===== src/shared/ssom_cfg.svh =====
// Constants for the servo status output mapper
`ifndef SSOM_CFG_SVH
`define SSOM_CFG_SVH
`define SSOM_SLOTS         6
`define SSOM_SEL_W         8
`define SSOM_SPD_W         16
`define SSOM_POS_W         24
`define SSOM_DLY_W         16
`define SSOM_OVL_W         32
`define SSOM_SEL_NONE      8'h00
`define SSOM_SEL_READY     8'h01
`define SSOM_SEL_SERVO_ON  8'h02
`define SSOM_SEL_ZERO_SPD  8'h03
`define SSOM_SEL_TGT_SPD   8'h04
`define SSOM_SEL_IN_POS    8'h05
`define SSOM_SEL_TQ_LIMIT  8'h06
`define SSOM_SEL_ALARM     8'h07
`define SSOM_SEL_BRAKE     8'h08
`define SSOM_SEL_PRE_OVL   8'h10
`define SSOM_SEL_WARN      8'h11
`define SSOM_SEL_SPD_OK    8'h19
`define SSOM_CLK_HZ        25000000
`define SSOM_MS_CYCLES     (`SSOM_CLK_HZ / 1000)
`define SSOM_OVL_ALLOW_MS  8000
`define SSOM_OVL_ALLOW_CYC (`SSOM_OVL_ALLOW_MS * `SSOM_MS_CYCLES)
`define SSOM_PCT_FULL      100
`endif


===== src/shared/ssom_pkg.sv =====
// Types for the servo status output mapper
package ssom_pkg;
  typedef enum logic [2:0] {
    SSOM_MODE_PT = 3'h0,
    SSOM_MODE_PR = 3'h1,
    SSOM_MODE_S  = 3'h2,
    SSOM_MODE_T  = 3'h3,
    SSOM_MODE_SZ = 3'h4,
    SSOM_MODE_TZ = 3'h5
  } ssom_mode_t;
  typedef enum logic [1:0] {
    SSOM_BRK_HELD    = 2'h0,
    SSOM_BRK_ON_WAIT = 2'h1,
    SSOM_BRK_FREE    = 2'h2,
    SSOM_BRK_OFF_WAIT = 2'h3
  } ssom_brk_t;
endpackage : ssom_pkg


===== src/design/ssom_mapper.sv =====
// Servo status output mapper: per-slot status function selection
`timescale 1ns/10ps
`default_nettype none
`include "ssom_cfg.svh"

// Contract
// - Code 0x01 drives the slot high with both powers present and no alarm.
// - Code 0x02 drives the slot high while the servo is enabled and no alarm.
// - Code 0x03 drives the slot high while speed is below the zero-speed threshold.
// - Code 0x04 drives the slot high while speed is above the target-speed threshold.
// - Code 0x05 drives the slot high in pulse-train mode while deviation is below the in-position range.
// - Code 0x06 drives the slot high during torque limiting, except in torque modes.
// - Code 0x07 drives the slot high on any alarm, not on limit, comms or undervoltage.
// - Code 0x08 gives brake release, rising after servo on and falling after servo off with two delays, the off delay cut short at zero speed.
// - Code 0x10 drives the slot high once overload time exceeds allowed time times warning percent.
// - Overload time beyond the full allowed time (8 s at 200% load) raises the overload alarm.
// - Code 0x11 drives the slot high on limit, comms error or undervoltage.
// - Code 0x19 drives the slot high in speed modes while speed error is below tolerance.
// - Code zero gives the slot no function.
module ssom_mapper #(
  parameter logic [`SSOM_OVL_W-1:0] OVL_ALLOW_CYC = `SSOM_OVL_ALLOW_CYC,
  parameter logic [`SSOM_OVL_W-1:0] MS_CYC        = `SSOM_MS_CYCLES
) (
  // Clock and reset
  input  wire logic                                  clock,
  input  wire logic                                  rst_b,
  // Drive state, from pins
  input  wire logic                                  ctrl_power_ok,
  input  wire logic                                  main_power_ok,
  input  wire logic                                  servo_on,
  input  wire logic                                  torque_limit_active,
  input  wire logic                                  alarm_active,
  input  wire logic                                  warn_condition,
  input  wire logic                                  overload_active,
  // Mode and measurements, same clock
  input  wire ssom_pkg::ssom_mode_t                  control_mode,
  input  wire logic [`SSOM_SPD_W-1:0]                motor_speed,
  input  wire logic [`SSOM_SPD_W-1:0]                speed_command,
  input  wire logic [`SSOM_POS_W-1:0]                position_deviation,
  // Configuration
  input  wire logic [`SSOM_SPD_W-1:0]                zero_speed_threshold,
  input  wire logic [`SSOM_SPD_W-1:0]                target_speed_threshold,
  input  wire logic [`SSOM_POS_W-1:0]                in_position_range,
  input  wire logic [`SSOM_SPD_W-1:0]                speed_reached_tolerance,
  input  wire logic [6:0]                            overload_warning_percent,
  input  wire logic [`SSOM_DLY_W-1:0]                brake_on_delay_setting,
  input  wire logic [`SSOM_DLY_W-1:0]                brake_off_delay_setting,
  input  wire logic [`SSOM_SLOTS*`SSOM_SEL_W-1:0]    slot_select,
  // Status outputs
  output logic [`SSOM_SLOTS-1:0]                     slot_out,
  output logic                                       overload_alarm_code
);

  // Two-flop synchronisers for the pin-level status inputs
  logic [6:0] meta_reg, meta_next;
  logic [6:0] sync_reg, sync_next;
  always_comb begin
    meta_next = {ctrl_power_ok, main_power_ok, servo_on, torque_limit_active,
                 alarm_active, warn_condition, overload_active};
    sync_next = meta_reg;
  end
  always_ff @(posedge clock) begin
    if (!rst_b) begin
      meta_reg <= 7'h00;
      sync_reg <= 7'h00;
    end else begin
      meta_reg <= meta_next;
      sync_reg <= sync_next;
    end
  end
  logic s_ctrl_pwr, s_main_pwr, s_servo_on, s_tq_lim, s_alarm, s_warn, s_ovl;
  assign {s_ctrl_pwr, s_main_pwr, s_servo_on, s_tq_lim, s_alarm, s_warn, s_ovl} = sync_reg;

  // Millisecond tick for the brake delays
  logic [`SSOM_OVL_W-1:0] ms_cnt_reg, ms_cnt_next;
  logic                   ms_tick;
  always_comb begin
    ms_tick     = (ms_cnt_reg == MS_CYC - 32'h1);
    ms_cnt_next = ms_tick ? 32'h0 : ms_cnt_reg + 32'h1;
  end
  always_ff @(posedge clock) begin
    if (!rst_b) ms_cnt_reg <= 32'h0;
    else        ms_cnt_reg <= ms_cnt_next;
  end

  // Overload accumulation; decays while the overload is gone
  logic [`SSOM_OVL_W-1:0] ovl_acc_reg, ovl_acc_next;
  logic                   ovl_alarm_reg, ovl_alarm_next;
  logic                   pre_ovl_reg, pre_ovl_next;
  logic [`SSOM_OVL_W+7:0] warn_limit;
  logic [`SSOM_OVL_W+7:0] acc_scaled;
  always_comb begin
    ovl_acc_next = ovl_acc_reg;
    if (s_ovl && ovl_acc_reg != 32'hffffffff)
      ovl_acc_next = ovl_acc_reg + 32'h1;
    else if (!s_ovl && ovl_acc_reg != 32'h0)
      ovl_acc_next = ovl_acc_reg - 32'h1;
    // Compare acc*100 against allow*pct to avoid a divider
    acc_scaled   = 40'(ovl_acc_reg) * 40'(`SSOM_PCT_FULL);
    warn_limit   = 40'(OVL_ALLOW_CYC) * 40'(overload_warning_percent);
    pre_ovl_next = (acc_scaled > warn_limit);
    // Alarm latches until reset, like a drive fault
    ovl_alarm_next = ovl_alarm_reg | (ovl_acc_reg > OVL_ALLOW_CYC);
  end
  always_ff @(posedge clock) begin
    if (!rst_b) begin
      ovl_acc_reg   <= 32'h0;
      ovl_alarm_reg <= 1'b0;
      pre_ovl_reg   <= 1'b0;
    end else begin
      ovl_acc_reg   <= ovl_acc_next;
      ovl_alarm_reg <= ovl_alarm_next;
      pre_ovl_reg   <= pre_ovl_next;
    end
  end
  assign overload_alarm_code = ovl_alarm_reg;

  // Brake release sequencer, delays counted in milliseconds
  ssom_pkg::ssom_brk_t    brk_reg, brk_next;
  logic [`SSOM_DLY_W-1:0] brk_cnt_reg, brk_cnt_next;
  always_comb begin
    brk_next     = brk_reg;
    brk_cnt_next = brk_cnt_reg;
    unique case (brk_reg)
      ssom_pkg::SSOM_BRK_HELD: begin
        if (s_servo_on) begin
          brk_next     = ssom_pkg::SSOM_BRK_ON_WAIT;
          brk_cnt_next = brake_on_delay_setting;
        end
      end
      ssom_pkg::SSOM_BRK_ON_WAIT: begin
        if (!s_servo_on) brk_next = ssom_pkg::SSOM_BRK_HELD;
        else if (brk_cnt_reg == 16'h0) brk_next = ssom_pkg::SSOM_BRK_FREE;
        else if (ms_tick) brk_cnt_next = brk_cnt_reg - 16'h1;
      end
      ssom_pkg::SSOM_BRK_FREE: begin
        if (!s_servo_on) begin
          brk_next     = ssom_pkg::SSOM_BRK_OFF_WAIT;
          brk_cnt_next = brake_off_delay_setting;
        end
      end
      ssom_pkg::SSOM_BRK_OFF_WAIT: begin
        // Engage early once the motor has slowed to zero speed
        if (s_servo_on) brk_next = ssom_pkg::SSOM_BRK_FREE;
        else if (brk_cnt_reg == 16'h0 || motor_speed < zero_speed_threshold)
          brk_next = ssom_pkg::SSOM_BRK_HELD;
        else if (ms_tick) brk_cnt_next = brk_cnt_reg - 16'h1;
      end
    endcase
  end
  always_ff @(posedge clock) begin
    if (!rst_b) begin
      brk_reg     <= ssom_pkg::SSOM_BRK_HELD;
      brk_cnt_reg <= 16'h0;
    end else begin
      brk_reg     <= brk_next;
      brk_cnt_reg <= brk_cnt_next;
    end
  end

  // Status functions shared by every slot
  logic any_alarm;
  logic drive_ready_flag, servo_enabled_flag, zero_speed_flag, target_speed_flag;
  logic in_position_flag, torque_limiting_flag, alarm_flag, brake_release_out;
  logic pre_overload_flag, warn_flag, speed_reached_flag;
  logic [`SSOM_SPD_W-1:0] spd_err;
  logic torque_mode, speed_mode;
  always_comb begin
    any_alarm   = s_alarm | ovl_alarm_reg;
    torque_mode = (control_mode == ssom_pkg::SSOM_MODE_T) || (control_mode == ssom_pkg::SSOM_MODE_TZ);
    speed_mode  = (control_mode == ssom_pkg::SSOM_MODE_S) || (control_mode == ssom_pkg::SSOM_MODE_SZ);
    spd_err     = (motor_speed > speed_command) ? motor_speed - speed_command
                                                : speed_command - motor_speed;
    drive_ready_flag     = s_ctrl_pwr & s_main_pwr & ~any_alarm;
    servo_enabled_flag   = s_servo_on & ~any_alarm;
    zero_speed_flag      = motor_speed < zero_speed_threshold;
    target_speed_flag    = motor_speed > target_speed_threshold;
    in_position_flag     = (control_mode == ssom_pkg::SSOM_MODE_PT)
                         && (position_deviation < in_position_range);
    torque_limiting_flag = s_tq_lim & ~torque_mode;
    alarm_flag           = any_alarm;
    brake_release_out    = (brk_reg == ssom_pkg::SSOM_BRK_FREE)
                         || (brk_reg == ssom_pkg::SSOM_BRK_OFF_WAIT);
    pre_overload_flag    = pre_ovl_reg;
    warn_flag            = s_warn;
    speed_reached_flag   = speed_mode && (spd_err < speed_reached_tolerance);
  end

  // Per-slot decode, registered so outputs are glitch-free levels
  logic [`SSOM_SLOTS-1:0] slot_reg, slot_next;
  genvar g;
  generate
    for (g = 0; g < `SSOM_SLOTS; g++) begin : g_slot
      logic [`SSOM_SEL_W-1:0] sel;
      assign sel = slot_select[g*`SSOM_SEL_W +: `SSOM_SEL_W];
      always_comb begin
        case (sel)
          `SSOM_SEL_READY:    slot_next[g] = drive_ready_flag;
          `SSOM_SEL_SERVO_ON: slot_next[g] = servo_enabled_flag;
          `SSOM_SEL_ZERO_SPD: slot_next[g] = zero_speed_flag;
          `SSOM_SEL_TGT_SPD:  slot_next[g] = target_speed_flag;
          `SSOM_SEL_IN_POS:   slot_next[g] = in_position_flag;
          `SSOM_SEL_TQ_LIMIT: slot_next[g] = torque_limiting_flag;
          `SSOM_SEL_ALARM:    slot_next[g] = alarm_flag;
          `SSOM_SEL_BRAKE:    slot_next[g] = brake_release_out;
          `SSOM_SEL_PRE_OVL:  slot_next[g] = pre_overload_flag;
          `SSOM_SEL_WARN:     slot_next[g] = warn_flag;
          `SSOM_SEL_SPD_OK:   slot_next[g] = speed_reached_flag;
          `SSOM_SEL_NONE:     slot_next[g] = 1'b0;
          default:            slot_next[g] = 1'b0;
        endcase
      end
    end
  endgenerate
  always_ff @(posedge clock) begin
    if (!rst_b) slot_reg <= 6'h00;
    else        slot_reg <= slot_next;
  end
  assign slot_out = slot_reg;

endmodule : ssom_mapper
`default_nettype wire


===== config.mk =====
export PLATFORM = sky130hd
export DESIGN_NAME = ssom_mapper
export DESIGN_NICKNAME = d
export VERILOG_FILES = /design/src/shared/ssom_pkg.sv /design/src/design/ssom_mapper.sv
export VERILOG_INCLUDE_DIRS = /design/src /design/src/shared
export SDC_FILE = /design/constraint.sdc
export NUM_CORES = 1
export LEC_CHECK = 0
export ABC_AREA = 1
export BUFFER_PORTS_ARGS = -buffer_cell sky130_fd_sc_hd__buf_2
export CORE_ASPECT_RATIO = 1.4
export CORE_MARGIN = 4
export CORE_UTILIZATION = 55
export CTS_BUF_LIST = sky130_fd_sc_hd__clkbuf_16
export DETAILED_ROUTE_END_ITERATION = 10
export PLACE_DENSITY = 0.76
export SYNTH_ARGS = -nofsm -noshare
export SYNTH_HDL_FRONTEND = slang
export SYNTH_SLANG_ARGS = --single-unit

===== constraint.sdc =====
create_clock -name clock -period 6.1 [get_ports clock]
set_input_delay 0.305 -clock clock [delete_from_list [all_inputs] [get_ports clock]]
set_output_delay 0.305 -clock clock [all_outputs]
set_load 0.03 [all_outputs]

; ---- After elaboration in Yosys (flattened, before gate mapping)
; Cells that the tools add are included.
; Widths: inputs -> output; s select.
[op_classes]
order_cmp = 7
reduce_logical = 17
add_sub_neg = 6
mux = 24
mul = 2
bitwise = 9
n_eq_ne = 83
[ops]
columns = cell, count
row1 = $eq 8x3->1 const B, 24
row2 = $eq 8x5->1 const B, 18
row3 = $mux 16, 8
row4 = $eq 8x2->1 const B, 12
row5 = $pmux 1 s11, 6
row6 = $add 32x1->32 const B, 2
row7 = $mux 32, 2
row8 = $pmux 16 s4, 1
row9 = $eq 8x1->1 const B, 6
row10 = $eq 8x4->1 const B, 6
row11 = $gt 39x35->1, 1
row12 = $mul 32x5->37 const B, 1
row13 = $eq 32x15->1 const B, 1
row14 = $gt 16x16->1, 2
row15 = $gt 32x28->1 const B, 1
row16 = $lt 16x16->1, 2
row17 = $ne 32x32->1 const B, 1
row18 = $reduce_bool 32->1, 1
row19 = $sub 16x16->16, 2
row20 = $sub 32x1->32 const B, 1
row21 = $mul 19x7->26 const A, 1
row22 = $lt 24x24->1, 1
row23 = $logic_not 16->1, 1
row24 = $sub 16x1->16 const B, 1
row25 = other kinds (20), 46
[word_totals]
out_inout_bits = 7
wordCells = 157
inputBits = 227
ff_bits = 104

; ---- Logic depth before layout (Yosys ltp)
[logic_depth]
ltp_word = 5
ltp_mapped = 29
depth_no_buf = 29

; ---- Least setup slack after synthesis
; No wires, ideal clock.
[synth_path]
kind = input to register
startpoint = input overload_warning_percent[4]
endpoint = register pre_ovl_reg (netlist: pre_overload_flag)
setup_slack_ns = 1.229
setup_ns = 0.110
required_ns = 5.990
t_arrival_ns = 4.761
n_path_buf = 0
cell_stages = 24
cell_sequence = fa_1 > inv_1 > fa_1 > inv_1 > fa_1 > inv_1 > fa_1 > inv_1 > ha_1 > a21oi_1 > o21ai_0 > a211oi_1 > nand3_1 > nand2_1 > nand2_1 > xnor2_1 > ha_1 > nand4_1 > nor3_1 > nand3_1 > nand2_1 > nand3_1 > nand2_1 > inv_1
[synth_between]
elab_chain_cells = 2
[synth_lines]
columns = element, line
row1 = from (decl), ssom_mapper.sv:45  ; input wire logic [6:0] overload_warning_percent,
row2 = $mul 19x7->26, ssom_mapper.sv:100  ; warn_limit = 40'(OVL_ALLOW_CYC) * 40'(overload_warning_percent);
row3 = $gt 39x35->1, ssom_mapper.sv:101  ; pre_ovl_next = (acc_scaled > warn_limit);
row4 = to (signal assigned), ssom_mapper.sv:113  ; pre_ovl_reg <= pre_ovl_next;
row5 = to (decl), ssom_mapper.sv:89  ; logic pre_ovl_reg, pre_ovl_next;
; No other way between the ends.
; A chain may end at the register's enable or synchronous reset.

; ---- Final worst setup path
[layout_path]
startpoint = input overload_warning_percent[3]
endpoint = register pre_ovl_reg (netlist: pre_overload_flag)
; Same word-level chain as after synthesis.

==> summary.md <==
| Metric | Value |
|---|---|
| Startpoint Class | `input port` |
| HPWL after DPL | `46,100 um` |
| Initial antenna violation count | `5` |
| # resized after CTS | `0` |
| Drt via density | `5.36` |
| Wire per inst | `14.8 um` |
| Final Hold Vio Count | `0` |
| Slew headroom | `0.272` |
| Synth async-reset ratio | `0` |
| P_int | `4050 uW` |
| CP max stage delay | `0.57 ns` |
| Initial Util | `0.561` |
| Buffers & Inverters on Critical Path | `7` |
| F_max | `195 MHz` |
| Peak VDD IR | `0.000380 V` |
| Synthesized flop and latch total | `104` |
| Clk sinks | `104` |
| ANT nets after route | `0` |
| Final setup TNS | `0 ns` |
| Place WS | `0.609 ns` |
| Cell Area, Synth | `18,700 um^2` |
| Crit path top cell by count | `nand2_1` |
| Share of layout cells above drive strength 1 | `0.0952` |
| Crit-path slowest cell | `fa_1` |
| Hold Crit Class | `in -> reg` |
| Worst-Margin Slew | `1.09 ns` |
| Worst reg2reg startpoint | `ovl_acc_reg[6]$_SDFFE_PN0P_` |
| Pwr Total | `9560 uW` |
| Seq/Total Area, Yosys | `0.111` |
| Post-Synthesis Cells | `2,982` |
| Top_reg_cell synth | `dfxtp_1` |
| H-tree Lvls | `3` |
| Clk Latency, worst-skew pair | `0.37 ns` |
| Hold-critical path endpoint | `meta_reg[0]$_SDFF_PN0_` |
| DRC Markers | `0` |
| Vias in the first global route | `19.2k` |
| Dpl cells | `3,634` |
| Net switching power | `5510 uW` |
| Cts bufs inserted | `9` |
| Die Y | `226 um` |
| Synth cell types | `54` |
| CTS tree | `yes` |
| Root Driver | `clkbuf_16` |
| Hold Path Cell Cnt | `3` |
| Die width | `164 um` |
| Clock skew | `0.00797 ns` |
| CP Class | `in -> reg` |
| Slew Limit Fails | `0` |
| Period Utilization, post-route | `0.839` |
| Critical R2R Capture | `pre_overload_flag$_SDFF_PN0_` |
| Nets | `3,817` |
| Final setup vio count | `0` |
| Clock group share of total power | `0.061` |
| GPL Wtd Cong | `0.953` |
| Worst EP arrival | `5.44 ns` |
| CP max FO | `5` |
| Status | `complete, no violations` |
| Hold path startpoint | `overload_active` |
| Total die area | `37,100 um^2` |
| Cell row count | `79` |
| Seq pwr share | `0.104` |
| Max cap viols | `0` |
| FF-to-FF setup slack | `1.49 ns` |
| RSZ-0062 raised after global routing | `false` |
| Core Area | `33,400 um^2` |
| Drt pass-1 iters | `6` |
| Post-synth EDFFs | `0` |
| First-pass GRT wire length | `87,400 um` |
| Area delta synth->final | `10.1%` |
| CP top delay family | `adder cells` |
| CP endpoint kind | `flop` |
| Post-Layout Cell Count | `3,657` |
| Mean area per synthesized cell | `6.28 um^2` |
| Grt total ovfl | `0` |
| Initial DRC count | `1,090` |
| I/O pins | `234` |
| Mapped Nets | `3,599` |
| Post-CTS setup buffers | `0` |
| Clock buffer depth | `2` |
| Worst setup margin | `0.980 ns` |
| Static Leak | `0.0119 uW` |
| Vias | `19.6k` |
| # fillers | `3,316` |
| Largest net degree at the start of global routing | `69` |
| Hold-fix buffers, CTS | `0` |
| Pwr dens | `463 nW/um^2` |
| Drt total wl | `54,200 um` |
| Port Buffers | `233` |
| WP data required | `6.42 ns` |
| Clock slew at reported path FFs | `0.07 ns` |
| FF-to-FF path depth | `27` |
| Synth warn | `0` |
| Logic pwr share | `0.834` |
| Tmin final | `5.12 ns` |
| Sw Ratio | `0.576` |
| Gr usage total | `0.284` |
## layout by cell type (no fill, tap or decap), types with 20 or more instances in the layout
cell and count:
o21bai_1 20, a21oi_1 214, inv_1 632, nand4_1 67, xnor2_1 35, nand3_1 163
ha_1 330, xor2_1 51, nand2_1 673, nor2_1 272, buf_2 233, nor3_1 68
o21ai_0 99, dfxtp_1 104, fa_1 60
## worst max path at each step
stage / startpoint / to / slack, ns / depth (start not counted)
after detailed placement: overload_warning_percent[3] / pre_overload_flag$_SDFF_PN0_ / 0.61 / 27
after global routing: overload_warning_percent[5] / pre_overload_flag$_SDFF_PN0_ / 0.62 / 25
after global placement: overload_warning_percent[5] / pre_overload_flag$_SDFF_PN0_ / 0.67 / 25
after CTS: overload_warning_percent[3] / pre_overload_flag$_SDFF_PN0_ / 0.99 / 27
final: overload_warning_percent[3] / pre_overload_flag$_SDFF_PN0_ / 0.98 / 27
after floorplan: overload_warning_percent[4] / pre_overload_flag$_SDFF_PN0_ / 1.23 / 24
## routing by layer
layer / up-vias / wire length, um / GRT usage
met3: 127 / 2660 / 0.0207
met5: - / 0 / 0
met1: 8931 / 22000 / 0.338
li1: 9979 / - / -
met4: 0 / 1960 / 0.117
met2: 570 / 27500 / 0.524
## synthesized netlist by cell type (7+ instances only)
library cell | number | area share
xnor2_1 | 35 | 0.016
nand2_1 | 673 | 0.13
nand4_1 | 67 | 0.022
o21bai_1 | 20 | 0.0080
nand3b_1 | 19 | 0.0076
nand3_1 | 163 | 0.044
a21oi_1 | 214 | 0.057
ha_1 | 330 | 0.22
or2_2 | 11 | 0.0037
buf_2 | 7 | 0.0019
o21a_1 | 12 | 0.0048
o21ai_0 | 99 | 0.026
a211oi_1 | 7 | 0.0028
inv_2 | 11 | 0.0022
fa_1 | 60 | 0.064
clkbuf_1 | 12 | 0.0024
xor2_1 | 51 | 0.024
nor3_1 | 68 | 0.018
nor2_1 | 272 | 0.054
dfxtp_1 | 104 | 0.11
nand2_2 | 8 | 0.0027
o21ai_1 | 9 | 0.0024
a21o_1 | 14 | 0.0056
nor4_1 | 17 | 0.0057
a31oi_1 | 8 | 0.0027
inv_1 | 631 | 0.13
## logic make-up (layout without fill, tap and decap cells)
logic type / after synthesis / count (layout) / share of synthesized area
and+or+nand+nor: 1326 / 1326 / 0.308
buffers and inverters: 672 / 895 / 0.137
AOI/OAI and AO/OA: 404 / 404 / 0.119
adders and majority gates: 390 / 390 / 0.284
DFF: 104 / 104 / 0.111
xor gates and xnor gates: 86 / 86 / 0.0402
other: 0 / 7 / 0
## power by group through the flow
stage | combinational, uW | clock [uW] | sequential [uW]
finish | 7980 | 587 | 997
global route | 9140 | 624 | 1010
CTS | 7970 | 600 | 990
detailed placement | 7900 | 0 | 1010
global placement | 7730 | 0 | 1000
floorplan | 5960 | 0 | 931
## final cells by class
type | instances | area [um^2] | area share
Antenna cell | 7 | 17.5 | 0.000849
Clock buffer | 9 | 225 | 0.0109
Clock inverter | 7 | 65.1 | 0.00315
Inverter | 642 | 2410 | 0.117
Multi-Input combinational cell | 2206 | 14100 | 0.682
Sequential cell | 104 | 2080 | 0.101
Tap cell | 445 | 557 | 0.0270
Timing Repair Buffer | 237 | 1200 | 0.0580
## worst register-to-register path: cells and delay by family, from the launching register on
| kind | cells | cell delay (ns) |
|---|---|---|
| AOI/OAI and AO/OA | 3 | 0.55 |
| DFF | 1 | 0.43 |
| buffers and inverters | 5 | 0.37 |
| adders and majority gates | 5 | 1.79 |
| xor gates and xnor gates | 1 | 0.19 |
| and+or+nand+nor | 13 | 1.27 |
## per-stage QoR
stage          instance area [um^2]   util  hold slack (ns)
3_5_place_dp                  20300  0.608            0.405
3_3_place_gp                  20300  0.608            0.395
4_1_cts                       20600  0.617           0.0992
2_1_floorplan                 18700      -            0.390
5_1_grt                       20600  0.617            0.126
6_report                      20600  0.618            0.109
Note: power is estimated with default switching activity, not from simulation.
